### src/akcr_pkg.sv
/*
  Package of the accelerator kernel control register bank: offsets, field
  positions, reset values, protocol and read-state enumerations.
  Assumes a 12-bit byte address on the control slave port and 32-bit data.
*/
package akcr_pkg;

  // ----------------------------------------------------------------------
  // Address map.
  // ----------------------------------------------------------------------
  localparam int          ADDR_W       = 12;
  localparam int          ADDR_RANGE   = 4096;
  localparam logic [11:0] CTRL_OFS     = 12'h000;
  localparam logic [11:0] GIE_OFS      = 12'h004;
  localparam logic [11:0] IER_OFS      = 12'h008;
  localparam logic [11:0] ISR_OFS      = 12'h00C;
  localparam logic [11:0] ARG_BASE     = 12'h010;
  localparam logic [11:0] SCALAR0_OFS  = 12'h010;
  localparam logic [11:0] PTR0_LO_OFS  = 12'h018;
  localparam logic [11:0] PTR0_HI_OFS  = 12'h01C;
  localparam int          ARG_WORDS    = 8;

  // ----------------------------------------------------------------------
  // Field positions.
  // ----------------------------------------------------------------------
  localparam int LAUNCH_BIT       = 0;
  localparam int FINISHED_BIT     = 1;
  localparam int QUIESCENT_BIT    = 2;
  localparam int ACCEPT_NEXT_BIT  = 3;
  localparam int CONTINUE_BIT     = 4;
  localparam int AUTO_RESTART_BIT = 7;
  localparam int GIE_BIT          = 0;
  localparam int IER_DONE_BIT     = 0;
  localparam int ISR_DONE_BIT     = 0;

  // ----------------------------------------------------------------------
  // Reset values, widths and bus answers.
  // ----------------------------------------------------------------------
  localparam logic        BIT_RST                    = 1'h0;
  localparam logic [31:0] WORD_RST                   = 32'h0000_0000;
  localparam logic [63:0] PTR_RST                    = 64'h0;
  localparam int          PTR_W                      = 64;
  localparam logic [1:0]  RESP_OKAY                  = 2'h0;
  localparam logic        NARROW_BURST_METADATA_FLAG = 1'h0;

  // ----------------------------------------------------------------------
  // Enumerations.
  // ----------------------------------------------------------------------
  typedef enum {
    SEQUENTIAL_HANDSHAKE_PROTOCOL,
    PIPELINED_CHAIN_PROTOCOL,
    NO_CONTROL_PROTOCOL
  } akcr_proto_type;

  typedef enum logic [1:0] {
    RD_IDLE,
    RD_FETCH,
    RD_RESP
  } akcr_rd_state_type;

endpackage

### src/akcr_mem_if.sv
/*
  Interface between the register bank and its argument store.
  Assumes both ends run on the same clock.
*/
`timescale 1ns/100ps
`default_nettype none

interface akcr_mem_if #(
  parameter int IDX_W = 3
);
  logic             wr_en;
  logic [IDX_W-1:0] wr_idx;
  logic [31:0]      wr_data;
  logic [3:0]       wr_strb;
  logic             rd_en;
  logic [IDX_W-1:0] rd_idx;
  logic [31:0]      rd_data;

  modport ctrl  (output wr_en, wr_idx, wr_data, wr_strb, rd_en, rd_idx, input rd_data);
  modport store (input wr_en, wr_idx, wr_data, wr_strb, rd_en, rd_idx, output rd_data);
endinterface

`default_nettype wire

### src/akcr_arg_store.sv
/*
  Argument word store: byte-strobed writes, registered read data.
  Assumes the controller issues at most one read and one write per cycle.
*/
`timescale 1ns/100ps
`default_nettype none

module akcr_arg_store #(
  parameter int WORDS = 8,
  parameter int IDX_W = 3
) (
  input wire logic   clk,
  akcr_mem_if.store  mem
);

  logic [31:0] word_ff [WORDS];

  // ----------------------------------------------------------------------
  // Byte lanes are written independently so partial stores keep the rest.
  // ----------------------------------------------------------------------
  // One process owns the whole array, so no word has two drivers.
  always_ff @(posedge clk) begin
    for (int b = 0; b < 4; b++) begin
      if (mem.wr_en && mem.wr_strb[b]) begin
        word_ff[mem.wr_idx][8*b +: 8] <= mem.wr_data[8*b +: 8];
      end
    end
  end

  // Registered read port; content is not reset to save flops.
  always_ff @(posedge clk) begin
    if (mem.rd_en) begin
      mem.rd_data <= word_ff[mem.rd_idx];
    end
  end

endmodule

`default_nettype wire

### src/akcr_regs.sv
/*
  Control and argument register bank of an accelerator kernel, reached by
  the host over an AXI4-Lite slave port, with start/done handshake to the
  kernel core and an active-high interrupt.
  Assumes all kernel-side inputs are synchronous to CORE_CLK and that
  KERNEL_DONE is a one-cycle pulse.
*/
`timescale 1ns/100ps
`default_nettype none

module akcr_regs #(
  parameter akcr_pkg::akcr_proto_type PROTOCOL  = akcr_pkg::SEQUENTIAL_HANDSHAKE_PROTOCOL,
  parameter int                       ARG_WORDS = akcr_pkg::ARG_WORDS
) (
  input  wire logic        CORE_CLK,
  input  wire logic        RST_B,
  input  wire logic [11:0] S_AXI_CONTROL_AWADDR,
  input  wire logic        S_AXI_CONTROL_AWVALID,
  output logic             S_AXI_CONTROL_AWREADY,
  input  wire logic [31:0] S_AXI_CONTROL_WDATA,
  input  wire logic [3:0]  S_AXI_CONTROL_WSTRB,
  input  wire logic        S_AXI_CONTROL_WVALID,
  output logic             S_AXI_CONTROL_WREADY,
  output logic [1:0]       S_AXI_CONTROL_BRESP,
  output logic             S_AXI_CONTROL_BVALID,
  input  wire logic        S_AXI_CONTROL_BREADY,
  input  wire logic [11:0] S_AXI_CONTROL_ARADDR,
  input  wire logic        S_AXI_CONTROL_ARVALID,
  output logic             S_AXI_CONTROL_ARREADY,
  output logic [31:0]      S_AXI_CONTROL_RDATA,
  output logic [1:0]       S_AXI_CONTROL_RRESP,
  output logic             S_AXI_CONTROL_RVALID,
  input  wire logic        S_AXI_CONTROL_RREADY,
  output logic             KERNEL_LAUNCH,
  output logic             KERNEL_CONTINUE,
  input  wire logic        KERNEL_DONE,
  input  wire logic        KERNEL_IDLE,
  input  wire logic        KERNEL_READY,
  output logic [31:0]      KERNEL_SCALAR0,
  output logic [63:0]      KERNEL_PTR0,
  output logic             KERNEL_NARROW_BURST,
  output logic             INTERRUPT
);

  localparam int IDX_W = $clog2(ARG_WORDS);

  // Control registers exist only when a managed protocol is built in.
  localparam logic MANAGED = (PROTOCOL != akcr_pkg::NO_CONTROL_PROTOCOL);
  localparam logic CHAIN   = (PROTOCOL == akcr_pkg::PIPELINED_CHAIN_PROTOCOL);

  // ----------------------------------------------------------------------
  // State.
  // ----------------------------------------------------------------------
  logic                        launch_ff;
  logic                        finished_ff;
  logic                        auto_ff;
  logic                        cont_ff;
  logic                        gie_ff;
  logic                        ier_ff;
  logic                        isr_ff;
  logic                        irq_ff;
  logic                        bvalid_ff;
  logic [31:0]                 rdata_ff;
  logic [11:0]                 rd_addr_ff;
  logic [31:0]                 scalar0_ff;
  logic [63:0]                 ptr0_ff;
  akcr_pkg::akcr_rd_state_type rd_state_ff;
  akcr_pkg::akcr_rd_state_type nxt_rd_state;
  logic [31:0]                 nxt_rdata;

  logic        wr_fire;
  logic        ar_fire;
  logic [11:0] wr_addr;
  logic        wr_ctrl;
  logic        wr_gie;
  logic        wr_ier;
  logic        wr_isr;
  logic        host_launch;
  logic        isr_clear;
  logic        rd_ctrl;
  logic        wr_arg_hit;
  logic        rd_arg_hit;
  logic [11:0] wr_arg_off;
  logic [11:0] rd_arg_off;
  logic [11:0] fetch_arg_off;
  logic        fetch_arg_hit;

  akcr_mem_if #(.IDX_W(IDX_W)) mem ();

  akcr_arg_store #(
    .WORDS (ARG_WORDS),
    .IDX_W (IDX_W)
  ) u_store (
    .clk (CORE_CLK),
    .mem (mem)
  );

  // Merge byte lanes of a write into an existing word.
  function automatic logic [31:0] merge(input logic [31:0] old_w, input logic [31:0] new_w,
                                        input logic [3:0] strb);
    logic [31:0] res;
    res = old_w;
    for (int b = 0; b < 4; b++) begin
      if (strb[b]) begin
        res[8*b +: 8] = new_w[8*b +: 8];
      end
    end
    return res;
  endfunction

  // ----------------------------------------------------------------------
  // Write channel: address and data are taken together, one per response.
  // ----------------------------------------------------------------------
  // Holding both ready lines low while a response waits keeps exactly one
  // write outstanding, at the cost of one idle cycle between writes.
  assign wr_fire               = S_AXI_CONTROL_AWVALID && S_AXI_CONTROL_WVALID
                                 && !bvalid_ff;
  assign S_AXI_CONTROL_AWREADY = wr_fire;
  assign S_AXI_CONTROL_WREADY  = wr_fire;
  assign S_AXI_CONTROL_BVALID  = bvalid_ff;
  assign S_AXI_CONTROL_BRESP   = akcr_pkg::RESP_OKAY;
  // The 12-bit address wraps at the 4096-byte block edge.
  assign wr_addr               = {S_AXI_CONTROL_AWADDR[11:2], 2'h0};

  // Decoding of the fixed control words below the argument area.
  assign wr_ctrl   = MANAGED && wr_fire && (wr_addr == akcr_pkg::CTRL_OFS);
  assign wr_gie    = MANAGED && wr_fire && (wr_addr == akcr_pkg::GIE_OFS);
  assign wr_ier    = MANAGED && wr_fire && (wr_addr == akcr_pkg::IER_OFS);
  assign wr_isr    = MANAGED && wr_fire && (wr_addr == akcr_pkg::ISR_OFS);
  assign host_launch = wr_ctrl && S_AXI_CONTROL_WSTRB[0]
                       && S_AXI_CONTROL_WDATA[akcr_pkg::LAUNCH_BIT];
  assign isr_clear = wr_isr && S_AXI_CONTROL_WSTRB[0]
                     && S_AXI_CONTROL_WDATA[akcr_pkg::ISR_DONE_BIT];

  // Argument words occupy the area from sixteen upward.
  assign wr_arg_off = wr_addr - akcr_pkg::ARG_BASE;
  assign wr_arg_hit = (wr_addr >= akcr_pkg::ARG_BASE)
                      && (wr_arg_off[11:2] < 10'(ARG_WORDS));

  // Write response is held until the host takes it.
  always_ff @(posedge CORE_CLK) begin
    if (!RST_B) begin
      bvalid_ff <= akcr_pkg::BIT_RST;
    end else if (wr_fire) begin
      bvalid_ff <= 1'h1;
    end else if (S_AXI_CONTROL_BREADY) begin
      bvalid_ff <= 1'h0;
    end
  end

  // ----------------------------------------------------------------------
  // Control word.
  // ----------------------------------------------------------------------
  // Launch is set by the host and dropped on the done handshake; with auto
  // restart the kernel relaunches itself, and a host set wins over a drop.
  always_ff @(posedge CORE_CLK) begin
    if (!RST_B) begin
      launch_ff <= akcr_pkg::BIT_RST;
    end else if (host_launch) begin
      launch_ff <= 1'h1;
    end else if (KERNEL_DONE && !auto_ff) begin
      launch_ff <= 1'h0;
    end
  end

  // Finished is set by completion and cleared by reading the control word;
  // a completion in the same cycle as that read survives it.
  always_ff @(posedge CORE_CLK) begin
    if (!RST_B) begin
      finished_ff <= akcr_pkg::BIT_RST;
    end else if (KERNEL_DONE) begin
      finished_ff <= 1'h1;
    end else if (rd_ctrl) begin
      finished_ff <= 1'h0;
    end
  end

  // Auto restart is plain read/write; continue is a one-cycle pulse that
  // only the chained mode produces.
  always_ff @(posedge CORE_CLK) begin
    if (!RST_B) begin
      auto_ff <= akcr_pkg::BIT_RST;
      cont_ff <= akcr_pkg::BIT_RST;
    end else begin
      if (wr_ctrl && S_AXI_CONTROL_WSTRB[0]) begin
        auto_ff <= S_AXI_CONTROL_WDATA[akcr_pkg::AUTO_RESTART_BIT];
      end
      cont_ff <= CHAIN && wr_ctrl && S_AXI_CONTROL_WSTRB[0]
                 && S_AXI_CONTROL_WDATA[akcr_pkg::CONTINUE_BIT];
    end
  end

  // ----------------------------------------------------------------------
  // Interrupt registers.
  // ----------------------------------------------------------------------
  // Enables are single bits; the upper bits read as zero.
  always_ff @(posedge CORE_CLK) begin
    if (!RST_B) begin
      gie_ff <= akcr_pkg::BIT_RST;
      ier_ff <= akcr_pkg::BIT_RST;
    end else begin
      if (wr_gie && S_AXI_CONTROL_WSTRB[0]) begin
        gie_ff <= S_AXI_CONTROL_WDATA[akcr_pkg::GIE_BIT];
      end
      if (wr_ier && S_AXI_CONTROL_WSTRB[0]) begin
        ier_ff <= S_AXI_CONTROL_WDATA[akcr_pkg::IER_DONE_BIT];
      end
    end
  end

  // Completion sets the status when its source is enabled; writing one
  // clears it, and a completion in that same cycle wins.
  always_ff @(posedge CORE_CLK) begin
    if (!RST_B) begin
      isr_ff <= akcr_pkg::BIT_RST;
    end else if (MANAGED && KERNEL_DONE && ier_ff) begin
      isr_ff <= 1'h1;
    end else if (isr_clear) begin
      isr_ff <= 1'h0;
    end
  end

  // The line is registered so it never glitches toward the host.
  always_ff @(posedge CORE_CLK) begin
    if (!RST_B) begin
      irq_ff <= akcr_pkg::BIT_RST;
    end else begin
      irq_ff <= gie_ff && ier_ff && isr_ff;
    end
  end

  // ----------------------------------------------------------------------
  // Argument registers.
  // ----------------------------------------------------------------------
  // Shadow copies feed the kernel directly; the store serves read-back.
  always_ff @(posedge CORE_CLK) begin
    if (!RST_B) begin
      scalar0_ff <= akcr_pkg::WORD_RST;
      ptr0_ff    <= akcr_pkg::PTR_RST;
    end else if (wr_fire) begin
      if (wr_addr == akcr_pkg::SCALAR0_OFS) begin
        scalar0_ff <= merge(scalar0_ff, S_AXI_CONTROL_WDATA, S_AXI_CONTROL_WSTRB);
      end
      if (wr_addr == akcr_pkg::PTR0_LO_OFS) begin
        ptr0_ff[31:0] <= merge(ptr0_ff[31:0], S_AXI_CONTROL_WDATA,
                               S_AXI_CONTROL_WSTRB);
      end
      if (wr_addr == akcr_pkg::PTR0_HI_OFS) begin
        ptr0_ff[63:32] <= merge(ptr0_ff[63:32], S_AXI_CONTROL_WDATA,
                                S_AXI_CONTROL_WSTRB);
      end
    end
  end

  assign mem.wr_en   = wr_fire && wr_arg_hit;
  assign mem.wr_idx  = wr_arg_off[IDX_W+1:2];
  assign mem.wr_data = S_AXI_CONTROL_WDATA;
  assign mem.wr_strb = S_AXI_CONTROL_WSTRB;

  // ----------------------------------------------------------------------
  // Read channel: take address, fetch, then answer.
  // ----------------------------------------------------------------------
  assign S_AXI_CONTROL_ARREADY = (rd_state_ff == akcr_pkg::RD_IDLE);
  assign ar_fire    = S_AXI_CONTROL_ARVALID && S_AXI_CONTROL_ARREADY;
  assign rd_arg_off = {S_AXI_CONTROL_ARADDR[11:2], 2'h0} - akcr_pkg::ARG_BASE;
  assign rd_arg_hit = (S_AXI_CONTROL_ARADDR >= akcr_pkg::ARG_BASE)
                      && (rd_arg_off[11:2] < 10'(ARG_WORDS));
  assign mem.rd_en  = ar_fire && rd_arg_hit;
  assign mem.rd_idx = rd_arg_off[IDX_W+1:2];

  assign fetch_arg_off = rd_addr_ff - akcr_pkg::ARG_BASE;
  assign fetch_arg_hit = (rd_addr_ff >= akcr_pkg::ARG_BASE)
                         && (fetch_arg_off[11:2] < 10'(ARG_WORDS));
  assign rd_ctrl       = MANAGED && (rd_state_ff == akcr_pkg::RD_FETCH)
                         && (rd_addr_ff == akcr_pkg::CTRL_OFS);

  // Read data mux; reserved and unmapped words answer zero.
  always_comb begin
    nxt_rdata = akcr_pkg::WORD_RST;
    if (fetch_arg_hit) begin
      nxt_rdata = mem.rd_data;
    end else if (!MANAGED) begin
      nxt_rdata = akcr_pkg::WORD_RST;
    end else if (rd_addr_ff == akcr_pkg::CTRL_OFS) begin
      nxt_rdata[akcr_pkg::LAUNCH_BIT]       = launch_ff;
      nxt_rdata[akcr_pkg::FINISHED_BIT]     = finished_ff;
      nxt_rdata[akcr_pkg::QUIESCENT_BIT]    = KERNEL_IDLE;
      nxt_rdata[akcr_pkg::ACCEPT_NEXT_BIT]  = KERNEL_READY;
      nxt_rdata[akcr_pkg::AUTO_RESTART_BIT] = auto_ff;
    end else if (rd_addr_ff == akcr_pkg::GIE_OFS) begin
      nxt_rdata[akcr_pkg::GIE_BIT] = gie_ff;
    end else if (rd_addr_ff == akcr_pkg::IER_OFS) begin
      nxt_rdata[akcr_pkg::IER_DONE_BIT] = ier_ff;
    end else if (rd_addr_ff == akcr_pkg::ISR_OFS) begin
      nxt_rdata[akcr_pkg::ISR_DONE_BIT] = isr_ff;
    end else begin
      nxt_rdata = akcr_pkg::WORD_RST;
    end
  end

  // Read sequencer.
  always_comb begin
    nxt_rd_state = rd_state_ff;
    case (rd_state_ff)
      akcr_pkg::RD_IDLE: begin
        if (ar_fire) begin
          nxt_rd_state = akcr_pkg::RD_FETCH;
        end
      end
      akcr_pkg::RD_FETCH: begin
        nxt_rd_state = akcr_pkg::RD_RESP;
      end
      akcr_pkg::RD_RESP: begin
        if (S_AXI_CONTROL_RREADY) begin
          nxt_rd_state = akcr_pkg::RD_IDLE;
        end
      end
      default: begin
        nxt_rd_state = akcr_pkg::RD_IDLE;
      end
    endcase
  end

  always_ff @(posedge CORE_CLK) begin
    if (!RST_B) begin
      rd_state_ff <= akcr_pkg::RD_IDLE;
      rd_addr_ff  <= akcr_pkg::CTRL_OFS;
      rdata_ff    <= akcr_pkg::WORD_RST;
    end else begin
      rd_state_ff <= nxt_rd_state;
      if (ar_fire) begin
        rd_addr_ff <= {S_AXI_CONTROL_ARADDR[11:2], 2'h0};
      end
      if (rd_state_ff == akcr_pkg::RD_FETCH) begin
        rdata_ff <= nxt_rdata;
      end
    end
  end

  assign S_AXI_CONTROL_RVALID = (rd_state_ff == akcr_pkg::RD_RESP);
  assign S_AXI_CONTROL_RDATA  = rdata_ff;
  assign S_AXI_CONTROL_RRESP  = akcr_pkg::RESP_OKAY;

  // ----------------------------------------------------------------------
  // Kernel side.
  // ----------------------------------------------------------------------
  assign KERNEL_LAUNCH       = launch_ff;
  assign KERNEL_CONTINUE     = cont_ff;
  assign KERNEL_SCALAR0      = scalar0_ff;
  assign KERNEL_PTR0         = ptr0_ff;
  // Advertised to the memory masters: only full-width incrementing bursts.
  assign KERNEL_NARROW_BURST = akcr_pkg::NARROW_BURST_METADATA_FLAG;
  // A single clock and its own reset serve every port here.
  assign INTERRUPT           = irq_ff;
endmodule

`default_nettype wire

### config.mk
export PLATFORM = sky130hd
export DESIGN_NAME = akcr_regs
export DESIGN_NICKNAME = d
export VERILOG_FILES = /design/src/akcr_pkg.sv /design/src/akcr_mem_if.sv /design/src/akcr_arg_store.sv /design/src/akcr_regs.sv
export SDC_FILE = /design/constraint.sdc
export NUM_CORES = 1
export LEC_CHECK = 0
export BUFFER_PORTS_ARGS = -buffer_cell sky130_fd_sc_hd__buf_2
export CORE_MARGIN = 4
export CORE_UTILIZATION = 52
export CTS_BUF_LIST = sky130_fd_sc_hd__clkbuf_16
export DETAILED_ROUTE_END_ITERATION = 16
export GPL_TIMING_DRIVEN = 1
export PLACE_DENSITY = 0.87
export SYNTH_ARGS = -nofsm -noshare
export SYNTH_HDL_FRONTEND = slang
export SYNTH_HIERARCHICAL = 1
export SYNTH_SLANG_ARGS = --single-unit
### constraint.sdc
create_clock -name CORE_CLK -period 2.3 [get_ports CORE_CLK]
set_input_delay 0.115 -clock CORE_CLK [delete_from_list [all_inputs] [get_ports CORE_CLK]]
set_output_delay 0.115 -clock CORE_CLK [all_outputs]
set_load 0.01 [all_outputs]
==> results.toml <==
[synth]
async_flop_share_pct = 0
synth_commonest_cells = "edfxtp_1, dfxtp_1, nor2b_1"
synthCells = 1005
synthFlopType = "edfxtp_1"
syn_avg_cell_area_um2 = 16.8
synth.largest_area_cell = "edfxtp_1"
synth_cell_types = 48
synth_top_area_share_pct = 51.1
synth-seq-cells = 436
ys_seq_area_share_pct = 68.6
synth_edf_count = 288
synth_area_mm2 = 0.0169
yosys_warnings = 6
synthTopCellsByArea = "edfxtp_1, dfxtp_1, mux4_1"
synth.most_common_cell = "edfxtp_1"

[sta]
period_minus_slack_ns = 2.17
finalSetupTns_ns = 0
skew_ns = 0.0134
hold_viol = 0
tightest_slew_ns = 0.602
maxSlewViolCount = 0
setup_ws_ns = 0.127
period_share_pct = 94.5
rsz0062_at_grt = "false"
relSlewSlack_pct = 59.9
setup_viol = 0
fmax_mhz = 460

[drt]
dr.pass1.iters = 5
ant_nets = 0
vias_per_cell = 5.52
drtIter0Drc = 576
routed_wl_um = 38300
vias = 9847
remaining_drc_errors = 0
wl_per_cell_um = 21.5

[layout]
syn_to_final_growth_pct = 21.6
drive_gt1_share_pct = 29.2
final_cells = 1784
nFillCells = 2129
nets = 1384

[critical_path]
criticalPathCategory = "reg -> reg"
crit_required_ns = 2.53
start_kind = "register"
worst-path-max-fanout = 8
crit_arrival_ns = 2.41
endpoint_kind = "register"

[clock_network]
cts_resized = 0
h-tree-depth = 2
clkTransAtPathRegs_ns = 0.06
cts_tree = "built"
clockBufferDepth = 3
cts.sinks = 436
cts-buffers-inserted = 44
cts.root.buffer_cell = "clkbuf_16"
clkLatencyLatePin_ns = 0.54
cts_setup_buffers = 0

[floorplanning]
chipHeight_um = 188
ios = 211
die_x_um = 188
die_area_mm2 = 0.0355
start_util_pct = 53.2
floorplan.rows = 65
core-area_mm2 = 0.0318

[grt]
antenna_found_initial = 8
grt_max_degree = 114
grt_util_met3_pct = 4.89
grt_pass1_wl_um = 58800
grt_usage_pct = 21.3
overflow = 0
first_global_vias = 10238
use_met2_pct = 36.8
grt_most_used_layer = "met2"
met1_usage_pct = 26.4

[place]
post-place-ws_ns = 0.0436
numPortBuffers = 200
gp_congestion = 0.773
numPlacedInstances = 1651
dp_hpwl_um = 24100

[flow_run]
drv_cap = 0

[run_status]
status = "finished clean"

[pwr]
leakage_nw = 7.98
total_power_w = 0.0159
pwr_density_cell_mw_per_mm2 = 773
ir_drop_mv = 0.657

[min_path]
min_path_type = "in -> reg"
[layout by cell type (no fill, tap or decap), drive strengths merged, types with 2 or more instances in the layout]
cell,netlist,layout
dfxtp,148,148
nor3,2,2
o21ai,8,8
mux2,32,32
or3b,4,4
clkinv,0,16
conb,1,6
nor2b,100,100
mux2i,96,96
clkbuf,23,46
a22o,27,27
ha,5,5
nor4,9,9
nand3b,5,5
buf,32,261
or4bb,3,3
edfxtp,288,288
o21a,6,6
inv,9,26
and3,5,5
mux4,65,65
and4b,3,3
nor2,40,40
bufinv,0,3
and4,3,3
diode,0,4
a31oi,5,5
nand2,35,35
a21boi,17,17
or4,5,5
nand4,10,10
nand3,8,8
dlygate4sd3,0,47
[report_power, final]
group / switching, W / internal, W
sequential: 0.0000177 / 0.00837
combinational: 0.000415 / 0.000341
clock: 0.00281 / 0.00395
[metrics by stage]
stage | hold WS [ns] | instance area [um2] | util [%]
2_1_floorplan | 0.214 | 16900 | -
3_3_place_gp | 0.369 | 18700 | 58.8
3_5_place_dp | 0.382 | 18700 | 58.8
4_1_cts | 0.0294 | 20600 | 64.7
5_1_grt | 0.119 | 20600 | 64.7
6_report | 0.0443 | 20600 | 64.7
[registers in the layout, indices dropped and copies added, names as in the netlist, 2 cells and up]
signal,flops
u_store/word_ff,256
KERNEL_PTR0,64
KERNEL_SCALAR0,32
S_AXI_CONTROL_RDATA,32
u_store/mem.rd_data,32
rd_addr_ff,10
rd_state_ff,2
[per-layer routing]
metal / wire [um] / part of all wire [%]
met2: 19400 / 51
met5: 49 / 0.13
met3: 2610 / 6.8
met4: 1310 / 3.4
met1: 15000 / 39
[final timing paths]
kind	from	to	slack (ns)	cells past startpoint
min reg2reg	u_store/mem.rd_data[30]	S_AXI_CONTROL_RDATA[30]	0.45	1
min	S_AXI_CONTROL_WSTRB[0]	KERNEL_LAUNCH	0.04	5
max	S_AXI_CONTROL_BVALID	u_store/word_ff[1][25]	0.13	7
max reg2reg	S_AXI_CONTROL_BVALID	u_store/word_ff[1][25]	0.13	7
[kinds of logic after synthesis]
| logic type | count (synthesis) | share of synthesized area (%) |
|---|---|---|
| DFF | 436 | 68.6 |
| and+or+nand+nor | 238 | 8.49 |
| muxes | 193 | 17.4 |
| AOI/OAI and AO/OA | 67 | 3.03 |
| buffers and inverters | 64 | 2.03 |
| adders and majority gates | 5 | 0.370 |
| other | 1 | 0.0222 |
| xor gates and xnor gates | 1 | 0.0518 |
[critical path: stages, from the launching register on]
cell and delay [ns]:
dfxtp_1 0.32, nand3b_1 0.20, inv_2 0.12, nand3_1 0.09, a21oi_1 0.39, nand2_1 0.29, nor2_1 0.22, buf_4 0.23
[area by class of cell]
type / instances / area, um2 / area share [%]
Sequential cell: 436 / 11600 / 56.4
Clock buffer: 46 / 1150 / 5.59
Clock inverter: 36 / 235 / 1.14
Tap cell: 435 / 544 / 2.65
Antenna cell: 4 / 10.0 / 0.0487
Timing Repair Buffer: 308 / 2010 / 9.75
Multi-Input combinational cell: 510 / 4980 / 24.2
Inverter: 9 / 33.8 / 0.164
[repair_timing]
| item | in CTS | in global routing |
|---|---|---|
| hold endpoints to repair | 333 | 0 |
| hold buffers | 47 | 0 |
| endpoints found under the setup margin | 0 | 0 |
Note: power is estimated with default switching activity, not from simulation.
